**src/hdl/bls_consts.svh**
```systemverilog
// register offsets, field positions, reset values and timing constants of the backlight sequencer
`ifndef BLS_CONSTS_SVH
`define BLS_CONSTS_SVH

// ----------------------------------------------------------------
// register offsets
// ----------------------------------------------------------------
`define BLS_OFS_MODE     8'h01
`define BLS_OFS_FAULT    8'h02
`define BLS_OFS_MASK     8'h03
`define BLS_OFS_CFG      8'h04
`define BLS_OFS_GROUP    8'h05
`define BLS_OFS_OFFD     8'h06
`define BLS_OFS_DIMD     8'h07
`define BLS_OFS_SINK_EN  8'h10
`define BLS_OFS_BOFF_HI  8'h11
`define BLS_OFS_BOFF_LO  8'h12

// ----------------------------------------------------------------
// field positions
// ----------------------------------------------------------------
`define BLS_MODE_ACT     0
`define BLS_MODE_DIM     4
`define BLS_MODE_BL      5
`define BLS_FLAG_OVER    0
`define BLS_FLAG_HOT     1
`define BLS_FLAG_SHORT   2
`define BLS_CFG_BYPASS   2
`define BLS_BON_LSB      6

// ----------------------------------------------------------------
// reset value, full and dim level codes
// ----------------------------------------------------------------
`define BLS_RST_BYTE     8'h00
`define BLS_MAX_CODE     7'h7f
`define BLS_DIM_CODE     7'h20

// ----------------------------------------------------------------
// timing: clock period, short blanking, blink tick, fade step
// ----------------------------------------------------------------
`define BLS_CLK_NS       4
`define BLS_BLANK_US     4000
`define BLS_SUBTICK_MS   200
`define BLS_FADE_STEP_US 787
`define BLS_SEC_SUBTICKS 3'h4

`endif

```
**src/hdl/bls_pkg.sv**
```systemverilog
// types shared by the backlight sequencer
package bls_pkg;

   typedef enum logic [1:0] {BLS_STANDBY, BLS_ACTIVE, BLS_SHORTED} bls_mode_e;

   // register access request from the serial bus back end
   typedef struct packed {
      logic wr;
      logic rd;
      logic [7:0] addr;
      logic [7:0] wdata;
   } bls_reg_req_s;

   // analog fault detector levels
   typedef struct packed {
      logic shorted;
      logic overvolt;
      logic hot;
   } bls_fault_s;

   // complete state of the sequencer
   typedef struct packed {
      bls_mode_e mode;
      logic act;
      logic bl;
      logic dim;
      logic [2:0] flags;
      logic [2:0] mask;
      logic [7:0] cfg;
      logic [6:0] group_sel;
      logic [6:0] sink_en;
      logic [6:0] offd;
      logic [6:0] dimd;
      logic [7:0] boff_hi;
      logic [7:0] boff_lo;
      logic [31:0] div;
      logic [2:0] sec_div;
      logic [6:0] dim_cnt;
      logic [6:0] off_cnt;
      logic [31:0] blank;
      logic [31:0] fade_div;
      logic [6:0] level;
      logic [6:0] phase;
      logic [6:0][3:0] bcnt;
      bls_fault_s fs1;
      bls_fault_s fs2;
      logic over_d;
      logic [7:0] rd_data;
      logic irq_n;
      logic cp_en;
      logic low_cur;
      logic [6:0] sink_on;
   } bls_state_s;

endpackage

```
**src/hdl/bls_sequencer.sv**
```systemverilog
// backlight on/dim/off sequencer with blink sinks, fault handling and interrupt output
`timescale 1ns/1ps
`include "bls_consts.svh"

// Contract
// backlight_on bit turns backlight on/off when active
// dim_select picks dim level, clear restores max
// dim delay 1-127 s, starts at enable
// dim expiry sets dim_select itself
// host dim clear restarts dim timer
// off delay 1-127 s, concurrent with dim
// off expiry clears backlight_on
// host clear of backlight_on is immediate
// bypass restores pre-fade level on re-enable
// bypass jumps to target during fade-in
// no bypass: resume fade from current level
// sinks assignable to group or independent
// shared blink on-time, four durations
// per-sink off-time; nonzero enables blinking
// enable clear: on-phase off, off-phase stays
// host programs timers before enabling outputs
// short ignored 4 ms, then latch and park
// active_request write restarts after short
// overvoltage stops pump only, flag each time
// thermal trip: standby, flag, re-raise while hot
// irq_out_n asserts for masked-in flags only
// flags clear only by writing one
// active_request bit enters active mode
// standby disables all, soft start on exit
// common divided tick for all timers; the short blanking and the fade step count sys_clk cycles instead
module bls_sequencer #(
   parameter int unsigned BLANK_CYC = (`BLS_BLANK_US * 1000 + `BLS_CLK_NS - 1) / `BLS_CLK_NS,
   parameter int unsigned SUBTICK_CYC = `BLS_SUBTICK_MS * 1000000 / `BLS_CLK_NS,
   parameter int unsigned FADE_CYC = `BLS_FADE_STEP_US * 1000 / `BLS_CLK_NS,
   parameter logic [6:0] MAX_CODE = `BLS_MAX_CODE,
   parameter logic [6:0] DIM_CODE = `BLS_DIM_CODE
) (
   // clock and reset
   input wire logic sys_clk,
   input wire logic srst,
   // register access
   input wire bls_pkg::bls_reg_req_s reg_req,
   output logic [7:0] rd_data,
   // fault detectors
   input wire bls_pkg::bls_fault_s fault_in,
   // drive outputs
   output logic [6:0] backlight_level,
   output logic [6:0] sink_on,
   output logic charge_pump_en,
   output logic low_current,
   output logic irq_out_n
);

   // ----------------------------------------------------------------
   // state
   // ----------------------------------------------------------------
   bls_pkg::bls_state_s st_reg;
   bls_pkg::bls_state_s st_next;
   logic sub_tick;
   logic sec_tick;
   logic run;
   logic [6:0] target;

   // blink on-time in 0.2 s ticks
   function automatic logic [3:0] on_ticks(input logic [1:0] sel);
      case (sel)
         2'h0: on_ticks = 4'h1;
         2'h1: on_ticks = 4'h3;
         2'h2: on_ticks = 4'h4;
         default: on_ticks = 4'h6;
      endcase
   endfunction

   // blink off-time in 0.2 s ticks, zero means no blinking
   function automatic logic [3:0] off_ticks(input logic [1:0] sel);
      case (sel)
         2'h0: off_ticks = 4'h0;
         2'h1: off_ticks = 4'h3;
         2'h2: off_ticks = 4'h6;
         default: off_ticks = 4'h9;
      endcase
   endfunction

   // ----------------------------------------------------------------
   // next-state logic
   // ----------------------------------------------------------------
   always_comb begin
      logic wr_mode;
      logic [1:0] osel;
      logic [3:0] lim;
      logic en_i;
      wr_mode = 1'b0;
      osel = 2'h0;
      lim = 4'h0;
      en_i = 1'b0;
      st_next = st_reg;

      // one divider feeds blink, dim and off timers
      sub_tick = st_reg.div == 32'(SUBTICK_CYC - 1);
      sec_tick = sub_tick && (st_reg.sec_div == `BLS_SEC_SUBTICKS);
      st_next.div = sub_tick ? 32'h0000_0000 : st_reg.div + 32'h0000_0001;
      if (sub_tick) begin
         st_next.sec_div = sec_tick ? 3'h0 : st_reg.sec_div + 3'h1;
      end

      // detector levels come from outside: two flops before use
      st_next.fs1 = fault_in;
      st_next.fs2 = st_reg.fs1;
      st_next.over_d = st_reg.fs2.overvolt;

      // register writes
      if (reg_req.wr) begin
         case (reg_req.addr)
            `BLS_OFS_MODE: begin
               wr_mode = 1'b1;
               st_next.act = reg_req.wdata[`BLS_MODE_ACT];
               st_next.bl = reg_req.wdata[`BLS_MODE_BL]; // see R1
               st_next.dim = reg_req.wdata[`BLS_MODE_DIM];
            end
            `BLS_OFS_FAULT: st_next.flags = st_reg.flags & ~reg_req.wdata[2:0];
            `BLS_OFS_MASK: st_next.mask = reg_req.wdata[2:0];
            `BLS_OFS_CFG: st_next.cfg = reg_req.wdata;
            `BLS_OFS_GROUP: st_next.group_sel = reg_req.wdata[6:0];
            `BLS_OFS_OFFD: st_next.offd = reg_req.wdata[6:0];
            `BLS_OFS_DIMD: st_next.dimd = reg_req.wdata[6:0];
            `BLS_OFS_SINK_EN: st_next.sink_en = reg_req.wdata[6:0];
            `BLS_OFS_BOFF_HI: st_next.boff_hi = reg_req.wdata;
            `BLS_OFS_BOFF_LO: st_next.boff_lo = reg_req.wdata;
            default: ;
         endcase
      end

      // operating mode; each entry to active reloads the short blanking
      case (st_reg.mode)
         bls_pkg::BLS_STANDBY: begin
            if (wr_mode && st_next.act) begin
               st_next.mode = bls_pkg::BLS_ACTIVE; // see R23
               st_next.blank = 32'(BLANK_CYC);
            end
         end
         bls_pkg::BLS_ACTIVE: begin
            if (!st_next.act) begin
               st_next.mode = bls_pkg::BLS_STANDBY;
            end else if (st_reg.blank != 32'h0000_0000) begin
               st_next.blank = st_reg.blank - 32'h0000_0001;
            end else if (st_reg.fs2.shorted) begin
               st_next.mode = bls_pkg::BLS_SHORTED;
               st_next.flags[`BLS_FLAG_SHORT] = 1'b1;
            end
         end
         bls_pkg::BLS_SHORTED: begin
            if (wr_mode && st_next.act) begin
               st_next.mode = bls_pkg::BLS_ACTIVE;
               st_next.blank = 32'(BLANK_CYC);
            end else if (wr_mode) begin
               st_next.mode = bls_pkg::BLS_STANDBY;
            end
         end
         default: st_next.mode = bls_pkg::BLS_STANDBY;
      endcase

      // hot die forces standby and keeps its flag set while hot
      if (st_reg.fs2.hot) begin
         st_next.act = 1'b0;
         st_next.mode = bls_pkg::BLS_STANDBY;
         st_next.flags[`BLS_FLAG_HOT] = 1'b1;
      end

      // every overvoltage rising edge sets its flag; set beats a clear
      if (st_reg.fs2.overvolt && !st_reg.over_d) begin
         st_next.flags[`BLS_FLAG_OVER] = 1'b1;
      end

      run = st_next.mode == bls_pkg::BLS_ACTIVE;

      // dim timer reloads while idle, so a host dim clear restarts it
      if (!(st_reg.mode == bls_pkg::BLS_ACTIVE && st_reg.bl && !st_reg.dim)) begin
         st_next.dim_cnt = st_reg.dimd; // see R3
      end else if (sec_tick) begin
         if (st_reg.dim_cnt == 7'h01) begin
            st_next.dim = 1'b1;
         end else if (st_reg.dim_cnt != 7'h00) begin
            st_next.dim_cnt = st_reg.dim_cnt - 7'h01;
         end
      end

      // off timer runs alongside the dim timer
      if (!(st_reg.mode == bls_pkg::BLS_ACTIVE && st_reg.bl)) begin
         st_next.off_cnt = st_reg.offd;
      end else if (sec_tick) begin
         if (st_reg.off_cnt == 7'h01) begin
            st_next.bl = 1'b0;
         end else if (st_reg.off_cnt != 7'h00) begin
            st_next.off_cnt = st_reg.off_cnt - 7'h01;
         end
      end

      // fade engine: one code per step; bypass jumps on re-enable
      target = (run && st_next.bl) ? (st_next.dim ? DIM_CODE : MAX_CODE) : 7'h00;
      st_next.fade_div = (st_reg.fade_div == 32'(FADE_CYC - 1)) ? 32'h0000_0000 :
         st_reg.fade_div + 32'h0000_0001;
      if (!run) begin
         st_next.level = 7'h00;
      end else if (wr_mode && st_next.bl && st_reg.cfg[`BLS_CFG_BYPASS]) begin
         st_next.level = target; // see R9
      end else if (!st_next.bl) begin
         st_next.level = 7'h00;
      end else if (st_reg.fade_div == 32'(FADE_CYC - 1)) begin
         // resumes from wherever it stands, never restarting at zero
         if (st_reg.level < target) begin
            st_next.level = st_reg.level + 7'h01;
         end else if (st_reg.level > target) begin
            st_next.level = st_reg.level - 7'h01;
         end
      end

      // independent sinks: shared on-time, per-sink off-time
      for (int i = 0; i < 7; i++) begin
         osel = (i < 4) ? st_reg.boff_lo[2 * i +: 2] : st_reg.boff_hi[2 * (i - 4) +: 2];
         en_i = run && st_next.group_sel[i] && st_next.sink_en[i];
         lim = st_reg.phase[i] ? on_ticks(st_reg.boff_hi[`BLS_BON_LSB +: 2]) : off_ticks(osel);
         if (!en_i) begin
            // clearing mid on-phase ends the pulse; mid off-phase stays dark
            st_next.phase[i] = 1'b1;
            st_next.bcnt[i] = 4'h0;
         end else if (off_ticks(osel) == 4'h0) begin
            st_next.phase[i] = 1'b1;
            st_next.bcnt[i] = 4'h0;
         end else if (sub_tick) begin
            if (st_reg.bcnt[i] + 4'h1 >= lim) begin
               st_next.phase[i] = ~st_reg.phase[i];
               st_next.bcnt[i] = 4'h0;
            end else begin
               st_next.bcnt[i] = st_reg.bcnt[i] + 4'h1;
            end
         end
         st_next.sink_on[i] = en_i && st_next.phase[i];
      end

      // overvoltage stops only the pump; other outputs carry on
      st_next.cp_en = run && !st_reg.fs2.overvolt;
      st_next.irq_n = ~|(st_next.flags & st_next.mask);
      // park indication kept in its own flop so the pin needs no decoding
      st_next.low_cur = st_next.mode == bls_pkg::BLS_SHORTED;

      // read data, one cycle after the read strobe
      if (reg_req.rd) begin
         case (reg_req.addr)
            `BLS_OFS_MODE: st_next.rd_data = {2'h0, st_reg.bl, st_reg.dim, 3'h0, st_reg.act};
            `BLS_OFS_FAULT: st_next.rd_data = {5'h00, st_reg.flags};
            `BLS_OFS_MASK: st_next.rd_data = {5'h00, st_reg.mask};
            `BLS_OFS_CFG: st_next.rd_data = st_reg.cfg;
            `BLS_OFS_GROUP: st_next.rd_data = {1'b0, st_reg.group_sel};
            `BLS_OFS_OFFD: st_next.rd_data = {1'b0, st_reg.offd};
            `BLS_OFS_DIMD: st_next.rd_data = {1'b0, st_reg.dimd};
            `BLS_OFS_SINK_EN: st_next.rd_data = {1'b0, st_reg.sink_en};
            `BLS_OFS_BOFF_HI: st_next.rd_data = st_reg.boff_hi;
            `BLS_OFS_BOFF_LO: st_next.rd_data = st_reg.boff_lo;
            default: st_next.rd_data = `BLS_RST_BYTE;
         endcase
      end
   end

   // state register with synchronous reset
   always_ff @(posedge sys_clk) begin
      if (srst) begin
         st_reg <= '0;
         st_reg.irq_n <= 1'b1;
      end else begin
         st_reg <= st_next;
      end
   end

   // outputs straight from the state flops
   assign rd_data = st_reg.rd_data;
   assign backlight_level = st_reg.level;
   assign sink_on = st_reg.sink_on;
   assign charge_pump_en = st_reg.cp_en;
   assign low_current = st_reg.low_cur;
   assign irq_out_n = st_reg.irq_n;
endmodule

```
**config.mk**
```make
export PLATFORM = sky130hd
export DESIGN_NAME = bls_sequencer
export DESIGN_NICKNAME = d
export VERILOG_FILES = /design/src/hdl/bls_pkg.sv /design/src/hdl/bls_sequencer.sv
export VERILOG_INCLUDE_DIRS = /design/src /design/src/hdl
export SDC_FILE = /design/constraint.sdc
export NUM_CORES = 1
export LEC_CHECK = 0
export BUFFER_PORTS_ARGS = -buffer_cell sky130_fd_sc_hd__buf_2
export CAP_MARGIN = 40
export CORE_UTILIZATION = 40
export CTS_CLUSTER_DIAMETER = 50
export DETAILED_ROUTE_END_ITERATION = 10
export PLACE_DENSITY = 0.61
export SLEW_MARGIN = 20
export SYNTH_ARGS = -nofsm -noshare
export SYNTH_HDL_FRONTEND = slang
export SYNTH_SLANG_ARGS = --single-unit
```
**constraint.sdc**
```tcl
create_clock -name sys_clk -period 8.9 [get_ports sys_clk]
set_input_delay 0.89 -clock sys_clk [delete_from_list [all_inputs] [get_ports sys_clk]]
set_output_delay 0.89 -clock sys_clk [all_outputs]
set_load 0.01 [all_outputs]
```
# Yosys cells after proc, flatten, opt, wreduce, memory -nomap -nowiden
# Index checks and enable logic that the tools add are counted.
# word_totals
input_bits,23
ff_bits,243
# classes
addsub,15
n_bitwise,18
n_reduce_logical,76
order_cmp,9
n_eq_ne,46
muxes,111
# ops
cell,count
7-bit 2-to-1 mux,19
32-bit 2-to-1 mux,3
4-bit 2-to-1 mux,21
4-bit case mux with 3 select lines,7
8-bit case mux with 10 select lines,1
32-bit by 1-bit adder with 32-bit output (second input constant),2
32-bit case mux with 2 select lines,1
61-bit 2-to-1 mux,1
1-bit 2-to-1 mux,42
32-bit by 18-bit equality test with 1-bit output (second input constant),1
32-bit by 26-bit equality test with 1-bit output (second input constant),1
8-bit by 3-bit equality test with 1-bit output (second input constant),4
32-bit nonzero test,1
32-bit by 1-bit subtractor with 32-bit output (second input constant),1
1-bit logical AND,30
4-bit by 1-bit adder with 4-bit output (second input constant),7
4-bit >= comparator,7
4-bit zero test,7
8-bit by 5-bit equality test with 1-bit output (second input constant),3
8-bit 2-to-1 mux,3
3-bit OR reduction,8
7-bit by 1-bit subtractor with 7-bit output (second input constant),3
2-bit by 1-bit equality test with 1-bit output (second input constant),10
2-bit equality test (second input constant),10
27 further kinds,82

# Depth between registers and ports, before layout
# Gate-level depths: netlist of the first run.
# depth
ltp_word,17
mapped_depth,20
mapped_depth_nobuf,19

# Least setup slack after synthesis of the first run
# Ideal clock, no wire load.
# synth_path
path_kind,input port to flip-flop
from,in reg_req[13] (netlist bit)
to,"reg st_reg, in the netlist backlight_level[6]"
path_buffers,1
required_ns,8.813
t_arrival_ns,5.553
slack_ns,3.261
cell_stages,18
setup_ns,0.087
cell_sequence,nor4_1 > nand3_2 > mux2_2 > o21ai_0 > and2_1 > clkbuf_1 > nand3_1 > ha_1 > a21oi_1 > o21ai_0 > a211oi_1 > inv_1 > ha_1 > and3_1 > a211oi_1 > xnor3_1 > a21o_1 > a211oi_1
# synth_between
elab_chain_len,15
# synth_lines
item,line_no,rtl
from (decl),bls_sequencer.sv:42,"input wire bls_pkg::bls_reg_req_s reg_req,"
8-bit by 1-bit equality test with 1-bit output *,bls_sequencer.sv:113,case (reg_req.addr)
1-bit 2-to-1 mux / 3-bit 2-to-1 mux (equally long branches),bls_sequencer.sv:113,
1-bit 2-to-1 mux / 61-bit 2-to-1 mux (equally long branches),bls_sequencer.sv:112,if (reg_req.wr) begin
2-bit 2-to-1 mux / 1-bit logical AND (equally long branches),"bls_sequencer.sv:155, bls_sequencer.sv:136, bls_sequencer.sv:152",
"2-bit 2-to-1 mux, on equally long branches","bls_sequencer.sv:152, bls_sequencer.sv:136",
2-bit case mux with 3 select lines,bls_sequencer.sv:134,case (st_reg.mode)
3-bit 2-to-1 mux,bls_sequencer.sv:163,if (st_reg.fs2.hot) begin
2-bit by 1-bit equality test with 1-bit output,bls_sequencer.sv:174,run = st_next.mode == bls_pkg::BLS_ACTIVE;
1-bit logical AND,bls_sequencer.sv:199,target = (run && st_next.bl) ? (st_next.dim ? DIM_CODE : MAX_CODE) : 7'h00;
7-bit 2-to-1 mux,bls_sequencer.sv:199,
7-bit less-than comparator,bls_sequencer.sv:210,if (st_reg.level < target) begin
7-bit 2-to-1 mux,bls_sequencer.sv:210,
7-bit 2-to-1 mux,bls_sequencer.sv:208,end else if (st_reg.fade_div == 32'(FADE_CYC - 1)) begin
7-bit 2-to-1 mux,bls_sequencer.sv:206,end else if (!st_next.bl) begin
7-bit 2-to-1 mux,bls_sequencer.sv:204,end else if (wr_mode && st_next.bl && st_reg.cfg[`BLS_CFG_BYPASS]) begin
to (signal assigned),bls_sequencer.sv:270,st_reg <= st_next;
to (decl),bls_sequencer.sv:57,bls_pkg::bls_state_s st_reg;
# Every way passes the cells marked *; elsewhere a longest branch is shown, timed or not. The select of a mux whose other input is x is not followed.
# A chain may end at the register's enable or synchronous reset.

# Worst setup path after layout of the first run
# layout_path
from,in reg_req[8] (netlist bit)
to,"reg st_reg, in the netlist backlight_level[6]"
# The elaborated chain is that of the path after synthesis.

==> reports/results.txt, run 1 <==
Non-Filler Instances: 1,973
Hold Vio Cnt, Final: 0
CTS tree: built
Area Overhead vs Synth: 13.3%
R2R Setup Slk: 3220 ps
routability cong.: 0.818
fmax: 0.165 GHz
status: finished clean
initial antenna violation count: 2
Overflow after GRT: 0
register area share after synthesis: 0.370
I/O pin total: 48
Worst Setup SP: reg_req[8]
GRT Resource Usage Total: 0.186
worst hold margin: 433 ps
Num CTS Buffers: 37
Die ar.: 33,600 um2
CTS HTree Levels: 2
DR WL met3: 1.24 mm
post-route cell area: 14,900 um2
port bufs: 47
clock skew: 28.7 ps
ranking of synthesized cells by area: dfxtp_1 (37%), ha_1 (8.3%), mux2i_1 (4.9%)
first-pass GRT wire length: 51.5 mm
First-pass DRT Iterations: 5
Mapped Nets: 1,620
number of global-route vias before repair: 10,300
Worst Reg-to-Reg Cells: 17
Syn Area/Cell: 8.72 um2
max reg flops: 214
ratio of cells with drive above 1 in the final layout: 0.113
CP max FO: 26
worst rel slew slack: 0.438
RR Endpoint: backlight_level[6]
CP startpoint kind: input pin
die span in x: 183 um
Crit Path Class: in2reg
setup TNS: 0 ps
pre-CTS setup slack: 2370 ps
CTS Hold Buffers Added: 0
final slew viol count: 0
DRT iter0 DRCs: 615
post_cts resized: 0
post-layout util: 0.459
Top Layer Used: met5
postcts setup bufs: 0
Ys Warns: 0
#FFs+latches synth: 243
number of synthesized flops with an enable pin: 0
Final min period: 6060 ps
placed cell count: 1,904
LEAKAGE: 5.65 nW
Worst Hold Class: reg2reg
post-synth top area share: 0.370
starting density of the core: 0.406
Via density: 5.44
DR WL met2: 14.6 mm
max cap viols: 0
DP HPWL: 21.8 mm
Cells after Synth: 1,509
post-synthesis cell area: 13,200 um2
RSZ-0062 raised after global routing: no
crit path DAT: 6490 ps
CP endpoint: backlight_level[6]
Clock Path Buffers: 3
Root Buffer: clkbuf_16
ys flop type: dfxtp_1
Slew @ Worst Pin: 842 ps
reg2reg start: st_reg[114]
Worst EP required: 9330 ps
DRC Markers: 0
async set-reset flop share out of synthesis: 0
biggest area consumer among synthesized cells: dfxtp_1
synth cell count leaders: dfxtp_1 (243), nor2_1 (169), nand2_1 (91)
Routed Antenna Nets: 0
total number of vias: 10,700
Netlist cell types: 68
CP endpoint kind: register
fillers: 3,090
M1 wire length: 14.5 mm
Reg clk slew, reported paths: 60 ps
period utilization: 0.681
routed wire length: 31.0 mm
Final nets: 1,615
core area: 32,500 um2
largest net degree at the start of global routing: 73
Peak supply drop: 0.000130 V
# rows: 66
worst setup margin: 2840 ps
CTS Sinks: 243
Pwr Density: 180 nW/um2
clk_lat worst skew: 530 ps
most frequent cell after synthesis: dfxtp_1
Post-DP Area: 13,600 um2
wire length per cell: 15.7 um
final setup fails: 0
Power Total: 2.69 mW
die height: 183 um
report_power, final:
group | total [mW] | switching (mW) | internal [mW] | leakage (nW)
combinational | 0.0653 | 0.0437 | 0.0216 | 3.06
sequential | 1.10 | 0.00734 | 1.10 | 1.96
clock | 1.52 | 0.534 | 0.987 | 0.633
cells in the final DEF, fill, tap and decap left out, types with 8 or more instances in the layout:
| master | count |
|---|---|
| dfxtp_1 | 243 |
| nor4_1 | 24 |
| nor2b_1 | 21 |
| nand3_1 | 67 |
| nor2_1 | 169 |
| o41ai_1 | 8 |
| and3_1 | 16 |
| nor3_1 | 64 |
| buf_2 | 47 |
| a22oi_1 | 25 |
| nand2_1 | 91 |
| a211oi_1 | 23 |
| inv_1 | 38 |
| buf_4 | 10 |
| nand3b_1 | 8 |
| or3_1 | 30 |
| xnor2_1 | 48 |
| nand4_1 | 22 |
| nand2b_1 | 24 |
| ha_1 | 87 |
| or4_1 | 12 |
| a21o_1 | 13 |
| mux2i_1 | 65 |
| and3b_1 | 8 |
| xor2_1 | 36 |
| a31oi_1 | 11 |
| a21oi_1 | 85 |
| nand4b_1 | 15 |
| mux2_2 | 11 |
| clkbuf_16 | 39 |
| o21ai_0 | 28 |
| or2_2 | 11 |
critical path: stages:
cell,delay (ps)
buf_2,440
and3b_1,530
nand3_2,270
mux2_2,460
o21ai_0,230
and2_1,430
nand3_1,300
ha_1,390
a21oi_1,140
o21ai_0,130
a211oi_1,540
inv_1,270
ha_1,400
and3_1,200
a211oi_1,250
xnor3_1,250
a21o_1,160
a211oi_1,210
cell families (layout without fill, tap and decap cells):
kind of cell    Yosys count  count (layout)  synth area share
buf+inv                 144             165            0.0480
flops                   243             243             0.370
fa+ha+maj                88              88            0.0842
other cells               0               1                 0
xor+xnor                 85              85            0.0576
compound gates          252             252             0.127
simple gates            614             614             0.242
mux                      83              83            0.0708
worst min-delay path by stage:
stage	startpoint	endpoint	slack, ps	depth (start not counted)
detailed placement	st_next[21]	st_reg[21]	430	1
finish	st_next[21]	st_reg[21]	430	1
global placement	st_next[21]	st_reg[21]	420	1
floorplan	st_next[18]	charge_pump_en	400	1
global route	st_next[21]	st_reg[21]	460	1
CTS	st_next[21]	st_reg[21]	440	1
cell type report:
type                    instances  area, um2  share of cell area
repair buffers                 62        368              0.0247
well taps                     442        553              0.0371
multi-input cells            1122       7670               0.515
diodes                          1       2.50            0.000168
inverters                      38        143             0.00957
clock inverters                18        245              0.0165
flip-flops and latches        243       4860               0.326
clock buffers                  47       1060              0.0708
per-layer routing:
metal	track usage	vias to the layer above
met4	0.0597	2
met2	0.313	153
met5	0	-
met3	0.0379	57
li1	-	5409
met1	0.237	5107
No activity file was read; power rests on OpenSTA's default activity.
==> run 2, diff against run 1 <==
==> constraint.sdc (replaced) <==
create_clock -name sys_clk -period 6.15 [get_ports sys_clk]
set_input_delay 0.615 -clock sys_clk [delete_from_list [all_inputs] [get_ports sys_clk]]
set_output_delay 0.615 -clock sys_clk [all_outputs]
set_load 0.01 [all_outputs]
==> run 2 against run 1 <==
Effect of this change:
- clock power is 25% higher
- cell count down 0.15%
- flip-flop and latch count unchanged
- non-clock buffer count is 7 higher
- combinational power is 49% higher
- worst setup slack got worse by 2200 ps
- critical path depth is 1 higher
- cell area is 1.0% lower
- hold slack got worse by 160 ps
- die area unchanged
- wire length up 0.12%
- first-iteration DRC count increased by 22%
- largest power group unchanged
- highest routed layer unchanged
==> reports/results.txt, run 2 (same netlist as run 1, synthesis figures left out) <==
status: finished clean (unchanged)
setup TNS: 0 ps (unchanged)
clock share of power: 0.529 (was 0.566)
Worst path depth: 19 (was 18)
starting density of the core: 0.406 (unchanged)
post-layout util: 0.455 (was 0.459)
worst rel slew slack: 0.451 (was 0.438)
routed wire length: 31.0 mm (about the same)
hold path depth: 2 (was 1)
total number of vias: 10,700 (about the same)
Die ar.: 33,600 um2 (unchanged)
commonest non-fill, non-tap cell in the layout: dfxtp_1 (unchanged)
Final nets: 1,616 (was 1,615)
CTS HTree Levels: 1 (was 2)
critical-path cell list: or4_4 -> or3_1 -> nor3_1 -> o21ai_0 -> buf_4 -> and2_1 -> buf_4 -> nand3_1 -> ha_1 -> a21oi_1 -> o21ai_0 -> a211oi_2 -> inv_1 -> ha_1 -> and3_1 -> a211oi_1 -> xnor3_1 -> a21o_1 -> a211oi_1 (was buf_2 -> and3b_1 -> nand3_2 -> mux2_2 -> o21ai_0 -> and2_1 -> nand3_1 -> ha_1 -> a21oi_1 -> o21ai_0 -> a211oi_1 -> inv_1 -> ha_1 -> and3_1 -> a211oi_1 -> xnor3_1 -> a21o_1 -> a211oi_1)
Worst Hold Class: in2reg (was reg2reg)
first-pass GRT wire length: 51.2 mm (was 51.5 mm)
sw power: 0.779 mW (was 0.585 mW)
routability cong.: 0.825 (was 0.818)
CTS Sinks: 243 (unchanged)
CP max FO: 11 (was 26)
max reg flops: 214 (unchanged)
Routed Antenna Nets: 0 (unchanged)
Critical Path Max Stage Delay: 570 ps (was 540 ps)
worst setup margin: 657 ps (was 2840 ps)
final setup fails: 0 (unchanged)
DRC Markers: 0 (unchanged)
# rows: 66 (unchanged)
largest net degree at the start of global routing: 65 (was 73)
number of global-route vias before repair: 10,100 (was 10,300)
period utilization: 0.893
Reg clk slew, reported paths: 60 ps (about the same)
Overflow after GRT: 0 (unchanged)
Area Overhead vs Synth: 12.1% (was 13.3%)
Worst Reg-to-Reg Cells: 19 (was 17)
max cap viols: 0 (unchanged)
CTS tree: built (unchanged)
I/O pin total: 48 (unchanged)
Cell Int Power: 2.82 mW (was 2.10 mW)
Root Buffer: clkbuf_16 (unchanged)
CTS Hold Buffers Added: 0 (unchanged)
CP top delay family: simple AND/OR/NAND/NOR gates (unchanged)
Slew @ Worst Pin: 816 ps (was 842 ps)
combinational share of power: 0.027 (was 0.024)
most frequent cells in the layout: dfxtp_1 (243), nor2_1 (169), nand2_1 (91) (unchanged)
Clock Path Buffers: 3 (unchanged)
buffers plus inverters on the worst setup path: 3 (was 2)
CP endpoint kind: register (unchanged)
LEAKAGE: 5.59 nW (was 5.65 nW)
clk_lat worst skew: 550 ps (was 530 ps)
Final min period: 5490 ps
power share of the sequential group: 0.444 (was 0.410)
pre-CTS setup slack: 334 ps (was 2370 ps)
Pwr Density: 244 nW/um2 (was 180 nW/um2)
port bufs: 47 (unchanged)
Worst EP required: 6610 ps (was 9330 ps)
sw frac: 0.217 (about the same)
First-pass DRT Iterations: 7 (was 5)
DRT iter0 DRCs: 750 (was 615)
die height: 183 um (unchanged)
clock skew: 10.3 ps (was 28.7 ps)
wire length per cell: 15.8 um (was 15.7 um)
Num CTS Buffers: 31 (was 37)
final slew viol count: 0 (unchanged)
core area: 32,500 um2 (unchanged)
Hold Vio Cnt, Final: 0 (unchanged)
DP HPWL: 22.0 mm (was 21.8 mm)
Peak supply drop: 0.000237 V (was 0.000130 V)
slowest cell on the critical path: or4_4 (was a211oi_1)
GRT Resource Usage Total: 0.184 (was 0.186)
Via density: 5.43 (was 5.44)
fmax: 0.182 GHz
Crit Path Class: reg2reg (was in2reg)
crit path DAT: 5950 ps (was 6490 ps)
CP startpoint kind: register (was input pin)
RSZ-0062 raised after global routing: no (unchanged)
postcts setup bufs: 0 (unchanged)
die span in x: 183 um (unchanged)
ratio of cells with drive above 1 in the final layout: 0.111 (was 0.113)
initial antenna violation count: 4 (was 2)
[run 2: changes by cell type in the layout (fill, tap and decap cells not counted), moves of 2 or more]
| cell | delta |
|---|---|
| buf_4 | +8 |
| inv_6 | -3 |
| buf_8 | +2 |
| clkbuf_16 | -8 |
[run 2: what timing repair did]
| action | in CTS | in global routing |
|---|---|---|
| gates resized for setup | 0 | 1 |
| endpoints found under the hold margin | 0 | 0 |
| setup endpoints to repair | 0 | 1 |
[run 2: power groups by stage]
stage          Clock [mW]  Sequential (mW)  Combinational [mW]
5_1_grt              2.01             1.60               0.107
4_1_cts              1.95             1.59              0.0977
6_report             1.90             1.59              0.0974
3_3_place_gp            0             1.63              0.0947
2_1_floorplan           0             1.62              0.0713
3_5_place_dp            0             1.63              0.0974
[run 2: cell type report]
cell class	count	area (um2)
Sequential cell	243	4860
Inverter	38	143
Fill cell	3152	17700
Multi-Input combinational cell	1122	7670
Clock buffer	40	870
Antenna cell	1	2.50
Tap cell	442	553
Clock inverter	15	215
Timing Repair Buffer	69	437
[run 2: path summary, 6_finish.rpt]
kind	from	slack [ps]	end
worst max-delay path	st_reg[114]	660	backlight_level[6]
worst min-delay path	fault_in[1]	270	st_next[20]
worst max register to register	st_reg[114]	660	backlight_level[6]
worst min register to register	st_next[21]	440	st_reg[21]
[run 2: per-layer routing]
metal / GRT usage / wire (um) / vias to the layer above
met5: 0 / 28 / -
met4: 0.0547 / 715 / 4
met3: 0.0284 / 1280 / 55
met2: 0.314 / 14500 / 181
met1: 0.239 / 14500 / 5053
li1: - / - / 5405
[run 2: worst reg2reg max path, cell delays in order, from the launching register on]
cell and delay, ps:
dfxtp_1 340, or4_4 570, or3_1 520, nor3_1 490, o21ai_0 140, buf_4 200, and2_1 140, buf_4 170
nand3_1 200, ha_1 300, a21oi_1 150, o21ai_0 160, a211oi_2 390, inv_1 210, ha_1 370, and3_1 200
a211oi_1 260, xnor3_1 250, a21o_1 160, a211oi_1 200
[run 2: per-stage QoR]
step | hold WS (ps) | area (um2) | power [mW] | std cells
2_1_floorplan | 399 | 13200 | 1.69 | 1509
3_3_place_gp | 426 | 13600 | 1.72 | 1909
3_5_place_dp | 425 | 13700 | 1.73 | 1913
4_1_cts | 257 | 14700 | 3.64 | 1968
5_1_grt | 255 | 14800 | 3.71 | 1969
6_report | 272 | 14800 | 3.60 | 1970
